$ cat config.mk
export PLATFORM = sky130hd
export DESIGN_NAME = psc_serial_ctrl
export DESIGN_NICKNAME = d
export VERILOG_FILES = /design/src/include/psc_pkg.sv /design/src/rtl/psc_phase_cmp.sv /design/src/rtl/psc_serial_ctrl.sv
export SDC_FILE = /design/constraint.sdc
export NUM_CORES = 1
export LEC_CHECK = 0
export CAP_MARGIN = 20
export CORE_ASPECT_RATIO = 0.9
export CORE_MARGIN = 3
export CORE_UTILIZATION = 50
export CTS_CLUSTER_DIAMETER = 100
export DETAILED_ROUTE_END_ITERATION = 7
export DONT_BUFFER_PORTS = 1
export GPL_TIMING_DRIVEN = 0
export PLACE_DENSITY = 0.75
export REMOVE_ABC_BUFFERS = 1
export SETUP_SLACK_MARGIN = 0.3
export SLEW_MARGIN = 20
export SYNTH_ARGS = -nofsm -noshare
export SYNTH_HDL_FRONTEND = slang
export SYNTH_SLANG_ARGS = --single-unit
$ cat constraint.sdc
create_clock -name i_ref_clk -period 1.8 [get_ports i_ref_clk]
set_input_delay 0.27 -clock i_ref_clk [delete_from_list [all_inputs] [get_ports i_ref_clk]]
set_output_delay 0.27 -clock i_ref_clk [all_outputs]
set_load 0.02 [all_outputs]
$ cat src/include/psc_pkg.sv
// psc_pkg: constants, types and helpers of the synthesizer serial control block
package psc_pkg;
	localparam int unsigned WORD_W     = 8;
	localparam int unsigned DATA_W     = 6;
	localparam int unsigned CNT_W      = 4;
	localparam int unsigned PIN_N      = 7;
	localparam logic [3:0]  BITS_WORD  = 4'h8;
	localparam logic [3:0]  BITS_OVER  = 4'h9;
	localparam logic [3:0]  BITS_ZERO  = 4'h0;
	localparam logic [5:0]  REG_RST    = 6'h00;
	localparam logic [7:0]  PC_RST     = 8'h00;
	// address codes as sent, first address bit on the left
	localparam logic [1:0]  ADR_TEST   = 2'h0;
	localparam logic [1:0]  ADR_CTRL   = 2'h1;
	localparam logic [1:0]  ADR_LOW    = 2'h2;
	localparam logic [1:0]  ADR_SWL    = 2'h3;
	// field positions inside the six data bits
	localparam int unsigned TEST_MSB   = 5;
	localparam int unsigned TEST_LSB   = 3;
	localparam int unsigned SOUT_BIT   = 2;
	localparam int unsigned CUR2_BIT   = 1;
	localparam int unsigned STEP_BIT   = 0;
	localparam int unsigned PCHI_MSB   = 5;
	localparam int unsigned PCHI_LSB   = 4;
	localparam int unsigned FILT_BIT   = 3;
	localparam int unsigned CUR1_BIT   = 2;
	localparam int unsigned SWD_BIT    = 1;
	localparam int unsigned BAND_BIT   = 0;
	// test codes written as {bit_a, bit_b, bit_c}
	localparam logic [2:0]  TC_NORMAL  = 3'h0;
	localparam logic [2:0]  TC_REF_OUT = 3'h4;
	localparam logic [2:0]  TC_PHI_OUT = 3'h2;
	localparam logic [2:0]  TC_SYN_OUT = 3'h6;
	localparam logic [2:0]  TC_PHI_IN  = 3'h1;
	// pin vector positions
	localparam int unsigned PIN_SCLK   = 0;
	localparam int unsigned PIN_SDATA  = 1;
	localparam int unsigned PIN_SEN    = 2;
	localparam int unsigned PIN_OSC    = 3;
	localparam int unsigned PIN_EXTREF = 4;
	localparam int unsigned PIN_FSYN   = 5;
	localparam int unsigned PIN_EXTPHI = 6;

	typedef enum logic [1:0] {MODE_STANDBY, MODE_FM, MODE_AM_SWALLOW, MODE_AM_DIRECT}
		psc_mode_type;

	typedef struct packed {
		logic sclk;
		logic sdata;
		logic sen;
	} psc_bus_type;

	typedef struct packed {
		logic       up;
		logic       dn;
		logic [1:0] cur;
	} psc_pump_type;

	// rising edge of a sampled level
	function automatic logic psc_rise(input logic cur, input logic prev);
		return cur & ~prev;
	endfunction

	// falling edge of a sampled level
	function automatic logic psc_fall(input logic cur, input logic prev);
		return ~cur & prev;
	endfunction
endpackage

$ cat src/rtl/psc_phase_cmp.sv
// psc_phase_cmp: three-state phase comparator driving pump up/down requests
`timescale 1ns/100ps
module psc_phase_cmp
(
	input  wire logic i_ref_clk,  // core clock
	input  wire logic i_rst_n,    // async reset, active low
	input  wire logic i_enable,   // comparator running
	input  wire logic i_ref,      // synchronised reference level
	input  wire logic i_syn,      // synchronised divided clock level
	output logic      o_up,       // pump up request
	output logic      o_dn        // pump down request
);
	import psc_pkg::*;

	logic ref_prev_r;
	logic syn_prev_r;
	logic up_r;
	logic up_nxt;
	logic dn_r;
	logic dn_nxt;
	logic ref_e;
	logic syn_e;

	assign ref_e = psc_rise(i_ref, ref_prev_r);
	assign syn_e = psc_rise(i_syn, syn_prev_r);

	// lead/lag state: reference first pumps up, divided clock first pumps down
	always_comb
	begin
		up_nxt = up_r;
		dn_nxt = dn_r;
		if (!i_enable || (ref_e && syn_e))
		begin
			up_nxt = 1'b0;
			dn_nxt = 1'b0;
		end
		else if (ref_e)
		begin
			up_nxt = ~dn_r;
			dn_nxt = 1'b0;
		end
		else if (syn_e)
		begin
			dn_nxt = ~up_r;
			up_nxt = 1'b0;
		end
	end

	// register comparator state
	always_ff @(posedge i_ref_clk or negedge i_rst_n)
	begin
		if (!i_rst_n)
		begin
			ref_prev_r <= 1'b0;
			syn_prev_r <= 1'b0;
			up_r       <= 1'b0;
			dn_r       <= 1'b0;
		end
		else
		begin
			ref_prev_r <= i_ref;
			syn_prev_r <= i_syn;
			up_r       <= up_nxt;
			dn_r       <= dn_nxt;
		end
	end

	assign o_up = up_r;
	assign o_dn = dn_r;
endmodule

$ cat src/rtl/psc_serial_ctrl.sv
// psc_serial_ctrl: serial word receiver, control registers and test routing
`timescale 1ns/100ps
module psc_serial_ctrl
(
	input  wire logic                   i_ref_clk,      // core clock, 250 MHz
	input  wire logic                   i_rst_n,        // async reset, active low
	input  wire psc_pkg::psc_bus_type   i_bus,          // serial clock, data, enable pins
	input  wire logic                   i_osc_ref,      // reference from internal divider
	input  wire logic                   i_ext_ref,      // oscillator pin as reference input
	input  wire logic                   i_fsyn,         // divided synthesized clock
	input  wire logic                   i_test_in,      // test pin input level
	output psc_pkg::psc_pump_type       o_pump,         // pump up/down and current select
	output logic                        o_filter_input_sel, // 0 first pin, 1 second pin
	output logic                        o_test_out,     // test pin drive level
	output logic                        o_test_oe,      // test pin output enable
	output logic                        o_osc_ext_ref,  // oscillator pin used as ref input
	output psc_pkg::psc_mode_type       o_mode,         // decoded operating mode
	output logic [7:0]                  o_prog_counter_bits, // live programmable counter
	output logic [5:0]                  o_swallow_count_bits, // swallow counter
	output logic                        o_ref_step_sel  // reference step select
);
	import psc_pkg::*;

	typedef enum logic {S_IDLE, S_SHIFT} psc_rx_type;

	logic [PIN_N-1:0]  sync1_r;
	logic [PIN_N-1:0]  sync2_r;
	logic [PIN_N-1:0]  sync3_r;
	logic              sclk_rise;
	logic              sen_rise;
	logic              sen_fall;
	psc_rx_type        state_r;
	psc_rx_type        state_nxt;
	logic [WORD_W-1:0] shift_r;
	logic [WORD_W-1:0] shift_nxt;
	logic [CNT_W-1:0]  cnt_r;
	logic [CNT_W-1:0]  cnt_nxt;
	logic              wr_r;
	logic              wr_nxt;
	logic [DATA_W-1:0] test_r;
	logic [DATA_W-1:0] test_nxt;
	logic [DATA_W-1:0] ctrl_r;
	logic [DATA_W-1:0] ctrl_nxt;
	logic [DATA_W-1:0] low_r;
	logic [DATA_W-1:0] low_nxt;
	logic [DATA_W-1:0] swl_r;
	logic [DATA_W-1:0] swl_nxt;
	logic [7:0]        pc_r;
	logic [7:0]        pc_nxt;
	logic [2:0]        tcode;
	logic              ext_ref_mode;
	psc_mode_type      mode;
	logic              cmp_en;
	logic              cmp_up;
	logic              cmp_dn;
	psc_pump_type      pump_r;
	psc_pump_type      pump_nxt;
	logic              filt_r;
	logic              tout_r;
	logic              tout_nxt;
	logic              toe_r;
	logic              toe_nxt;
	logic              extr_r;
	psc_mode_type      mode_r;

	////////////////////////////////////////////////////////////////////////////
	// pin synchronisers; edges only from the second and third stages
	always_ff @(posedge i_ref_clk or negedge i_rst_n)
	begin
		if (!i_rst_n)
		begin
			sync1_r <= '0;
			sync2_r <= '0;
			sync3_r <= '0;
		end
		else
		begin
			sync1_r <= {i_test_in, i_fsyn, i_ext_ref, i_osc_ref, i_bus.sen, i_bus.sdata,
				i_bus.sclk};
			sync2_r <= sync1_r;
			sync3_r <= sync2_r;
		end
	end

	assign sclk_rise = psc_rise(sync2_r[PIN_SCLK], sync3_r[PIN_SCLK]);
	assign sen_rise  = psc_rise(sync2_r[PIN_SEN], sync3_r[PIN_SEN]);
	assign sen_fall  = psc_fall(sync2_r[PIN_SEN], sync3_r[PIN_SEN]);

	////////////////////////////////////////////////////////////////////////////
	// receiver: shift while enable high, check bit count when enable drops
	always_comb
	begin
		state_nxt = state_r;
		shift_nxt = shift_r;
		cnt_nxt   = cnt_r;
		wr_nxt    = 1'b0;
		unique case (state_r)
			S_IDLE:
			begin
				if (sen_rise)
				begin
					cnt_nxt   = BITS_ZERO;
					state_nxt = S_SHIFT;
				end
			end
			S_SHIFT:
			begin
				if (sen_fall)
				begin
					wr_nxt    = (cnt_r == BITS_WORD);
					state_nxt = S_IDLE;
				end
				else if (sclk_rise)
				begin
					shift_nxt = {shift_r[WORD_W-2:0], sync2_r[PIN_SDATA]};
					cnt_nxt   = (cnt_r == BITS_OVER) ? cnt_r : cnt_r + 4'h1;
				end
			end
		endcase
	end

	// register receiver state
	always_ff @(posedge i_ref_clk or negedge i_rst_n)
	begin
		if (!i_rst_n)
		begin
			state_r <= S_IDLE;
			shift_r <= '0;
			cnt_r   <= BITS_ZERO;
			wr_r    <= 1'b0;
		end
		else
		begin
			state_r <= state_nxt;
			shift_r <= shift_nxt;
			cnt_r   <= cnt_nxt;
			wr_r    <= wr_nxt;
		end
	end

	////////////////////////////////////////////////////////////////////////////
	// register file: address bits pick one of four six-bit registers
	always_comb
	begin
		test_nxt = test_r;
		ctrl_nxt = ctrl_r;
		low_nxt  = low_r;
		swl_nxt  = swl_r;
		pc_nxt   = pc_r;
		if (wr_r)
		begin
			unique case (shift_r[WORD_W-1:DATA_W])
				ADR_TEST: test_nxt = shift_r[DATA_W-1:0];
				ADR_CTRL: ctrl_nxt = shift_r[DATA_W-1:0];
				ADR_LOW:  low_nxt  = shift_r[DATA_W-1:0];
				ADR_SWL:
				begin
					swl_nxt = shift_r[DATA_W-1:0];
					pc_nxt  = {ctrl_r[PCHI_MSB:PCHI_LSB], low_r};
				end
			endcase
		end
	end

	// register the control words; reset gives all zero and standby
	always_ff @(posedge i_ref_clk or negedge i_rst_n)
	begin
		if (!i_rst_n)
		begin
			test_r <= REG_RST;
			ctrl_r <= REG_RST;
			low_r  <= REG_RST;
			swl_r  <= REG_RST;
			pc_r   <= PC_RST;
		end
		else
		begin
			test_r <= test_nxt;
			ctrl_r <= ctrl_nxt;
			low_r  <= low_nxt;
			swl_r  <= swl_nxt;
			pc_r   <= pc_nxt;
		end
	end

	////////////////////////////////////////////////////////////////////////////
	// mode decode and test code routing
	assign tcode        = test_r[TEST_MSB:TEST_LSB];
	assign ext_ref_mode = (tcode == TC_PHI_OUT) || (tcode == TC_SYN_OUT);

	always_comb
	begin
		unique case ({ctrl_r[SWD_BIT], ctrl_r[BAND_BIT]})
			2'h0:    mode = MODE_STANDBY;
			2'h2:    mode = MODE_FM;
			2'h1:    mode = MODE_AM_SWALLOW;
			2'h3:    mode = MODE_AM_DIRECT;
		endcase
	end

	assign cmp_en = (mode != MODE_STANDBY) && (tcode != TC_PHI_IN);

	psc_phase_cmp u_cmp
	(
		.i_ref_clk (i_ref_clk),
		.i_rst_n   (i_rst_n),
		.i_enable  (cmp_en),
		.i_ref     (ext_ref_mode ? sync2_r[PIN_EXTREF] : sync2_r[PIN_OSC]),
		.i_syn     (sync2_r[PIN_FSYN]),
		.o_up      (cmp_up),
		.o_dn      (cmp_dn)
	);

	// pump drive and test pin selection
	always_comb
	begin
		pump_nxt.cur = {test_r[CUR2_BIT], ctrl_r[CUR1_BIT]};
		pump_nxt.up  = cmp_up;
		pump_nxt.dn  = cmp_dn;
		tout_nxt     = test_r[SOUT_BIT];
		toe_nxt      = 1'b1;
		unique case (tcode)
			TC_REF_OUT: tout_nxt = ext_ref_mode ? sync2_r[PIN_EXTREF] : sync2_r[PIN_OSC];
			TC_PHI_OUT: tout_nxt = cmp_up | cmp_dn;
			TC_SYN_OUT: tout_nxt = sync2_r[PIN_FSYN];
			TC_PHI_IN:
			begin
				toe_nxt     = 1'b0;
				tout_nxt    = 1'b0;
				pump_nxt.up = (mode != MODE_STANDBY) && sync2_r[PIN_EXTPHI];
				pump_nxt.dn = (mode != MODE_STANDBY) && !sync2_r[PIN_EXTPHI];
			end
			default: tout_nxt = test_r[SOUT_BIT];
		endcase
	end

	// output registers
	always_ff @(posedge i_ref_clk or negedge i_rst_n)
	begin
		if (!i_rst_n)
		begin
			pump_r <= '0;
			filt_r <= 1'b0;
			tout_r <= 1'b0;
			toe_r  <= 1'b1;
			extr_r <= 1'b0;
			mode_r <= MODE_STANDBY;
		end
		else
		begin
			pump_r <= pump_nxt;
			filt_r <= ctrl_r[FILT_BIT];
			tout_r <= tout_nxt;
			toe_r  <= toe_nxt;
			extr_r <= ext_ref_mode;
			mode_r <= mode;
		end
	end

	assign o_pump               = pump_r;
	assign o_filter_input_sel   = filt_r;
	assign o_test_out           = tout_r;
	assign o_test_oe            = toe_r;
	assign o_osc_ext_ref        = extr_r;
	assign o_mode               = mode_r;
	assign o_prog_counter_bits  = pc_r;
	assign o_swallow_count_bits = swl_r;
	assign o_ref_step_sel       = test_r[STEP_BIT];
endmodule

## After elaboration in Yosys (flattened, before gate mapping)

Index checks and enable logic that the tools add are counted.
W data, S select, Z words.

| operators by class | value |
|---|---|
| $add $sub $neg | 1 |
| multiply operators | 0 |
| div/mod/pow operators | 0 |
| magnitude comparators | 0 |
| equality and inequality tests | 17 |
| shift-type cells | 0 |
| multiplexer cells | 21 |
| bitwise logic cells | 15 |
| reductions and logical operators | 18 |

Operators by type and width:

| operator | count |
|---|---|
| $mux W4 | 4 |
| $mux W1 | 12 |
| $not A1 Y1 | 9 |
| $eq A2 B2 Y1 const B | 4 |
| $eq A4 B4 Y1 const B | 2 |
| $ne A2 B2 Y1 const B | 4 |
| $pmux W2 S4 | 1 |
| $pmux W4 S2 | 1 |
| $reduce_and A2 Y1 | 4 |
| $eq A3 B3 Y1 const B | 2 |
| $and A1 B1 Y1 | 5 |
| $add A4 B1 Y4 const B | 1 |
| $eq A2 B1 Y1 const B | 2 |
| $logic_and A1 B1 Y1 | 4 |
| $logic_not A2 Y1 | 2 |
| $pmux W1 S4 | 1 |
| $reduce_and A4 Y1 | 1 |
| $eq A3 B1 Y1 const B | 1 |
| $eq A3 B2 Y1 const B | 1 |
| $ne A3 B1 Y1 const B | 1 |
| $reduce_and A3 Y1 | 1 |
| $reduce_bool A3 Y1 | 1 |
| $logic_not A1 Y1 | 2 |
| $logic_or A1 B1 Y1 | 2 |
| other kinds (4) | 4 |

| storage, ports and cells | value |
|---|---|
| flip-flop bits (word level) | 77 |
| latch bits | 0 |
| memory bits (writable) | 0 |
| memory bits (read-only) | 0 |
| bits of input ports | 9 |
| output and inout port bits | 25 |
| word-level logic and storage cells | 96 |
| memories kept | 0 |

## Depth between registers and ports, before layout

Gate-level depths: netlist of the first run.

| depth | value |
|---|---|
| word-level depth | 7 |
| mapped depth | 6 |
| depth with buffers taken out | 6 |

## By module

A second synthesis of the first run with hierarchy kept.

| second synthesis, totals | value |
|---|---|
| cell total of the unflattened synthesis | 183 |
| area, all modules | 2869.0 µm² |

By module, submodules not included:

| module | instances | cells an instance | area an instance (µm²) | sequential area each (µm²) |
|---|---|---|---|---|
| psc_serial_ctrl | 1 | 171 | 2698.8 | 1803.0 |
| psc_phase_cmp | 1 | 12 | 170.2 | 100.1 |

## Worst setup path after synthesis of the first run

No wires, ideal clock.

| timing path | value |
|---|---|
| path type | flip-flop to flip-flop |
| start point | reg cnt_r[0] |
| end point | reg cnt_r[1] |
| library setup time | 124 ps |
| arrival time | 1223 ps |
| data required time | 1676 ps |
| slack | 453 ps |
| cell stages (with the launch flop) | 6 |
| buffers on the path | 0 |
| period minus slack after synthesis | 1347 ps |
| path through | dfrtp_1 > ha_1 > and3b_1 > o21a_1 > a21o_2 > mux2i_1 |

| between the ends | value |
|---|---|
| cells in the longest elaborated chain, start to end | 5 |
| elaborated cells between the ends (all ways) | 8 |
| classes of those cells | add/sub: 1; eq/ne: 2; mux: 4; reduce/logical: 1 |

Ends and longest elaborated chain:

| what | line | RTL |
|---|---|---|
| start, declared | psc_serial_ctrl.sv:36 | `logic [CNT_W-1:0] cnt_r;` |
| start signal, assigned | psc_serial_ctrl.sv:136 | `cnt_r <= cnt_nxt;` |
| $add A4 B1 Y4 | psc_serial_ctrl.sv:116 | `cnt_nxt = (cnt_r == BITS_OVER) ? cnt_r : cnt_r + 4'h1;` |
| $mux W4 | psc_serial_ctrl.sv:116 |  |
| $mux W4 | psc_serial_ctrl.sv:113 | `else if (sclk_rise)` |
| $mux W4 | psc_serial_ctrl.sv:108 | `if (sen_fall)` |
| $pmux W4 S2 | psc_serial_ctrl.sv:97 | `unique case (state_r)` |

Several ways; a longest one is shown, not always the timed one. The select of a mux whose other input is x is not followed.
A chain may end at the register's enable or synchronous reset.

## Worst setup path after layout of the first run

| timing path | value |
|---|---|
| start point | reg cnt_r[1] |
| end point | reg cnt_r[3] |

Same word-level chain as after synthesis.

==> results of run 1 <==
[kinds of logic (layout without fill, tap and decap cells)]
kind of cell / Yosys count / count (layout) / share of synthesized area (%)
simple gates: 38 / 38 / 8.61
compound gates: 17 / 17 / 3.76
buf+inv: 8 / 29 / 1.97
flops: 76 / 76 / 66.5
mux: 43 / 43 / 17.8
fa+ha+maj: 3 / 3 / 1.31
[cell type report]
| class | instances | area, µm² |
|---|---|---|
| Clock inverter | 6 | 88.8 |
| Sequential cell | 76 | 1900 |
| Tap cell | 67 | 83.8 |
| Multi-Input combinational cell | 101 | 925 |
| Clock buffer | 10 | 128 |
| Fill cell | 409 | 2150 |
| Timing Repair Buffer | 10 | 92.6 |
| Inverter | 3 | 11.3 |
[Yosys cell counts]
cell	count
a21o_2	1
a21oi_1	3
a221oi_1	2
a311oi_1	1
a31oi_1	2
and3_1	1
and3_2	1
and3b_1	1
and4bb_1	1
buf_6	2
buf_8	1
clkbuf_1	2
dfrtp_1	75
dfstp_2	1
ha_1	3
inv_1	3
mux2_1	1
mux2_2	31
mux2_4	8
mux2i_1	3
nand2_1	10
nand2_4	1
nand2b_1	3
nand2b_4	1
nand3_2	1
nand3b_1	2
nand4bb_1	1
nor2_1	5
nor2b_1	2
nor3_1	3
nor3b_4	1
nor4b_1	1
o21a_1	1
o21ai_0	4
o21ai_1	2
o31ai_1	1
or2_1	1
or2b_1	1
or3_1	1
[flip-flops by register name (all words and copies together) (netlist names)]
name,count
o_pump,4
wr_r,1
u_cmp.syn_prev_r,1
o_swallow_count_bits,6
u_cmp.o_up,1
sync3_r,2
o_filter_input_sel,1
o_osc_ext_ref,1
o_test_oe,1
o_test_out,1
ctrl_r,6
o_mode,2
u_cmp.o_dn,1
state_r,1
o_prog_counter_bits,8
sync2_r,7
low_r,6
test_r,6
sync1_r,7
shift_r,8
cnt_r,4
u_cmp.ref_prev_r,1
[power breakdown]
part | switching [µW] | internal (µW) | total (µW)
clock network | 579 | 780 | 1360
registers | 189 | 1840 | 2030
logic | 123 | 229 | 351
[placed cells by master, fill, tap and decap left out, types with 4 or more instances in the layout]
cell type,n
dfrtp_1,74
mux2_2,31
nand2_1,10
dlygate4sd3_1,7
o21ai_0,4
clkbuf_8,9
nor2_1,5
mux2_4,8
[final timing paths]
kind | endpoint | slack (ns)
max | cnt_r[3]$_DFFE_PN0P_ | 0.33
min reg2reg | sync2_r[6]$_DFF_PN0_ | 0.35
min | shift_r[4]$_DFFE_PN0P_ | -0.38
max reg2reg | cnt_r[3]$_DFFE_PN0P_ | 0.33
max in group asynchronous | o_test_oe$_DFF_PN1_ | 2.01
min in group i_ref_clk | sync2_r[6]$_DFF_PN0_ | 0.35
[timing repair]
action / in CTS / in global routing
setup endpoints to repair: 9 / 4
buffers inserted: 0 / 3
hold endpoints to repair: 83 / 76
pin swaps: 0 / 1
gates resized for setup: 4 / 4
[through the flow]
stage          instance area [µm²]  hold WS [ns]  worst slack [ns]  power (µW)  util, %
3_3_place_gp                  2900       -0.0230             0.334        2300     53.9
5_1_grt                       3230        -0.403             0.269        3910     60.1
4_1_cts                       3200        -0.403             0.274        3730     59.4
6_report                      3230        -0.383             0.334        3740     60.1
2_1_floorplan                 2820       -0.0256             0.409        2230        -
3_5_place_dp                  2900       -0.0237             0.199        2340     53.9
[per-layer routing]
layer | routed length [µm] | GRT usage (%)
met4 | 112 | 4.91
met5 | 0 | 0
met2 | 2460 | 25.9
met3 | 226 | 6.37
met1 | 1840 | 17.1
==> out/qor.csv, run 1 <==
stage,metric,value,unit
outcome,run status,"complete, but fails checks",
outcome,violated checks,negative hold slack,
clock_tree,Root Driver,clkbuf_8,
sta,Worst-Margin Slew,0.359,ns
sta,highest clock rate,682,MHz
synth,Post-Syn Area per Cell,15.5,µm²
clock_tree,worst skew pair latency,0.34,ns
synth,Mapped Cells,185,
clock_tree,"Reg clk slew, reported paths",0.08,ns
setup_path,CP required,2.04,ns
synth,synth warn,0,
clock_tree,Max H-tree Level,3,
route,Starting DRT DRC Count,117,
final_layout,Area growth syn-to-layout,13.0,%
route,first drt pass iteration count,6,
setup_path,Worst path max stage delay,0.40,ns
floorplan,die area,6670,µm²
setup_path,critical path's top delay family,simple AND/OR/NAND/NOR gates,
global_route,largest net degree at the start of global routing,77,
flow_run,Max Cap Violations,0,
setup_path,CP bufs+invs,1,
setup_path,CP max-delay cell,dfrtp_1,
final_layout,ratio of cells with drive above 1 in the final layout,35.0,%
sta,worst clock skew,0.00536,ns
global_route,initial antenna violation count,0,
synth,synth top area cells,"dfrtp_1 66%, mux2_2 12%, mux2_4 4.2%",
route,Avg WL per Cell,17.0,µm
placement,DP HPWL,3080,µm
clock_tree,cts bufs inserted,9,
min_path,min-delay worst type,input port to asynchronous set/reset pin,
placement,IO Port Bufs,0,
synth,synthesized cell area,2860,µm²
setup_path,worst r2r src,cnt_r[1]$_DFFE_PN0P_,
final_layout,Post-Layout Cell Count,273,
floorplan,die width,85.7,µm
sta,Slew headroom,76.0,%
synth,count of cell types in the netlist,39,
setup_path,CP startpoint,cnt_r[1]$_DFFE_PN0P_,
route,# DRC,0,
floorplan,Ports,34,
placement,routability cong.,0.739,
clock_tree,clock sinks,76,
placement,DP Cell Count,247,
floorplan,Starting Density,53.2,%
global_route,All-Layer GR Usage,15.2,%
setup_path,Levels on crit path,6,
synth,"Seq/Total Area, Yosys",66.5,%
setup_path,startpoint types,flip-flop,
sta,Final min period,1.47,ns
route,ANT nets after route,0,
clock_tree,hold_buf cts,7,
route,Post-Route WL,4640,µm
setup_path,CP endpoint kind,flip-flop,
synth,Synth top area share,65.6,%
global_route,vias in the first global route,1594,
clock_tree,Max clock buf depth,2,
global_route,first-pass GRT wire length,7720,µm
setup_path,CP Cell Sequence,"inv_2, ha_2, and3b_2, o21ai_2, and3_2, a311oi_2",
power_and_ir_drop,PD cells,1160,nW/µm²
global_route,total grt overflow,0,
clock_tree,CTS tree,yes,
setup_path,CP Data Arrival Time,1.71,ns
floorplan,Core Footprint,5380,µm²
route,routed vias/inst,5.47,
setup_path,R2R cell count,6,
synth,#FFs+latches synth,76,
sta,Setup-failing EPs final,0,
sta,RSZ-0062 raised after global routing,yes,
setup_path,"Max FO, Critical Path",3,
synth,Yosys top cell by area,dfrtp_1,
route,via count,1494,
sta,Hold Slack,-0.383,ns
setup_path,WS Path Type,flip-flop to flip-flop,
sta,Final Cycle Share,81.5,%
final_layout,Nets,213,
sta,setup TNS,0,ns
power_and_ir_drop,P_leak,0.00158,µW
sta,final hold viol count,76,
power_and_ir_drop,maximum VDD drop,0.000728,V
sta,Slew Limit Fails,0,
final_layout,Inserted Diodes,0,
floorplan,cell row count,25,
floorplan,DIE HEIGHT,77.8,µm
No activity file was read; power rests on OpenSTA's default activity.
==> run 2: changes to the inputs <==
--- a/config.mk
+++ b/config.mk
@@ -13,7 +13,7 @@
 export DETAILED_ROUTE_END_ITERATION = 7
 export DONT_BUFFER_PORTS = 1
 export GPL_TIMING_DRIVEN = 0
-export PLACE_DENSITY = 0.75
+export PLACE_DENSITY = 0.78
 export REMOVE_ABC_BUFFERS = 1
 export SETUP_SLACK_MARGIN = 0.3
 export SLEW_MARGIN = 20
==> constraint.sdc (replaced) <==
create_clock -name i_ref_clk -period 1.3 [get_ports i_ref_clk]
set_input_delay 0.195 -clock i_ref_clk [delete_from_list [all_inputs] [get_ports i_ref_clk]]
set_output_delay 0.195 -clock i_ref_clk [all_outputs]
set_load 0.02 [all_outputs]
==> run 2 against run 1 <==
The run ends with negative hold slack, negative setup slack left. Combinational power grew 120%. Cell count is 9.2% higher. Wire length is 18% higher. Critical path depth unchanged. Die area unchanged. Total power rose by 45%. Clock power is 34% higher. Global-route usage grew 2.5 points. Cell area is 15% higher. Maximum frequency is 2.0% higher. Utilization increased by 8.8 points. Clock skew rose by 0.0038 ns. Critical path type unchanged. Critical endpoint unchanged.
==> out/qor.csv, run 2 (synthesis results as in run 1) <==
stage,metric,value,unit
setup_path,CP required,1.56,ns
floorplan,Starting Density,53.2,%
flow_run,Max Cap Violations,0,
power_and_ir_drop,P_leak,0.00179,µW
sta,Worst-Margin Slew,0.287,ns
setup_path,startpoint types,flip-flop,
clock_tree,CTS tree,yes,
final_layout,Post-Layout Cell Count,298,
clock_tree,Max clock buf depth,2,
sta,RSZ-0062 raised after global routing,yes,
setup_path,R2R cell count,6,
placement,Post-Place Setup Slack,-0.219,ns
floorplan,die width,85.7,µm
floorplan,DIE HEIGHT,77.8,µm
sta,PnR worst setup slack,-0.138,ns
route,first drt pass iteration count,4,
min_path,min-delay worst type,input port to asynchronous set/reset pin,
global_route,vias in the first global route,1695,
setup_path,CP endpoint kind,flip-flop,
outcome,run status,"complete, but fails checks",
sta,Final min period,1.44,ns
setup_path,"Max FO, Critical Path",3,
placement,IO Port Bufs,0,
placement,routability cong.,0.745,
clock_tree,hold_buf cts,7,
global_route,All-Layer GR Usage,17.6,%
global_route,first-pass GRT wire length,8790,µm
route,Starting DRT DRC Count,106,
global_route,largest net degree at the start of global routing,77,
floorplan,Core Footprint,5380,µm²
route,max layer used,met4,
route,Post-Route WL,5480,µm
route,Avg WL per Cell,18.4,µm
clock_tree,Max H-tree Level,3,
sta,Slew Limit Fails,0,
final_layout,ratio of cells with drive above 1 in the final layout,59.7,%
route,ANT nets after route,0,
power_and_ir_drop,PD cells,1470,nW/µm²
route,wl on met1,2410,µm
floorplan,cell row count,25,
route,via count,1634,
sta,Final Cycle Share,111,%
setup_path,WS Path Type,flip-flop to flip-flop,
sta,Setup-failing EPs final,13,
clock_tree,clock sinks,76,
route,routed vias/inst,5.48,
setup_path,CP Data Arrival Time,1.69,ns
route,metal3 WL,284,µm
sta,highest clock rate,695,MHz
sta,Hold Slack,-0.462,ns
floorplan,die area,6670,µm²
clock_tree,Root Driver,clkbuf_8,
route,# DRC,0,
global_route,total grt overflow,0,
final_layout,"commonest non-fill, non-tap cell in the layout",dfrtp_1,
placement,DP HPWL,2660,µm
sta,final hold viol count,76,
final_layout,most frequent cells in the layout,"46 x dfrtp_1, 40 x mux2_4, 29 x dfrtp_2",
route,met2 wire len,2640,µm
power_and_ir_drop,maximum VDD drop,0.00113,V
floorplan,Ports,34,
global_route,initial antenna violation count,0,
final_layout,Nets,238,
outcome,violated checks,"negative hold slack, negative setup slack",
sta,worst clock skew,0.00914,ns
final_layout,Inserted Diodes,0,
sta,Slew headroom,80.9,%
clock_tree,"Reg clk slew, reported paths",0.08,ns
clock_tree,worst skew pair latency,0.34,ns
final_layout,Area growth syn-to-layout,29.6,%
clock_tree,cts bufs inserted,9,
placement,DP Cell Count,247,
==> run 2: changes by cell type in the layout (fill, tap and decap cells not counted), sizes merged <==
cell	change
bufinv	-1
clkbuf	+3
inv	+1
buf	+24
clkinvlp	-2
nand3	+1
clkinv	-1
==> run 2: layout make-up <==
cell class / instances / area (µm²)
fill: 336 / 1670
multi-input combinational: 102 / 1140
inverter: 3 / 13.8
tap: 67 / 83.8
sequential: 76 / 1940
timing repair buffer: 34 / 325
clock inverter: 3 / 43.8
clock buffer: 13 / 159
==> run 2: metrics by stage <==
stage          power, µW  util, %  area (µm²)  setup TNS [ns]  hold WS, ns
2_1_floorplan       3090        -        2820          -0.878       -0.101
3_3_place_gp        3210     53.9        2900           -2.28      -0.0991
3_5_place_dp        3230     53.9        2900           -3.23      -0.0990
4_1_cts             5320     66.7        3590          -0.450       -0.471
5_1_grt             5670     68.9        3710           -1.31       -0.484
6_report            5440     68.9        3710          -0.558       -0.462
==> run 2: path summary, 6_finish.rpt <==
path | slack [ns] | to | start
worst max-delay path | -0.14 | cnt_r[3]$_DFFE_PN0P_ | cnt_r[1]$_DFFE_PN0P_
worst min-delay path | -0.46 | o_prog_counter_bits[5]$_DFFE_PN0P_ | i_rst_n
worst max register to register | -0.14 | cnt_r[3]$_DFFE_PN0P_ | cnt_r[1]$_DFFE_PN0P_
worst min register to register | 0.35 | sync2_r[0]$_DFF_PN0_ | sync1_r[0]$_DFF_PN0_
max in group asynchronous | 1.58 | o_test_oe$_DFF_PN1_ | i_rst_n
min in group i_ref_clk | 0.35 | sync2_r[0]$_DFF_PN0_ | sync1_r[0]$_DFF_PN0_
==> run 2: what timing repair did <==
action / 4_1_cts / 5_1_grt
gates resized for setup: 85 / 20
endpoints found under the hold margin: 83 / 76
setup buffers: 19 / 8
gates cloned: 1 / 0
pin swaps: 13 / 9
setup endpoints to repair: 68 / 75
==> run 2: critical path, stage by stage, from the launching register on <==
cell and delay, ns:
dfrtp_1 0.37, inv_2 0.05, ha_2 0.15, and3b_2 0.23, o21ai_2 0.19, a31oi_1 0.14, a311oi_2 0.24
==> run 2: metal layers <==
layer	GRT usage (%)	up-vias
met5	0	-
met4	9.65	0
met3	5.52	15
met2	26.6	44
met1	22.6	844
li1	-	731
==> run 2: power breakdown <==
group          switching, µW  leakage [µW]  internal, µW
Clock                    825      0.000104           998
Sequential               304      0.000954          2550
Combinational            261      0.000733           502
Total                   1390       0.00179          4050
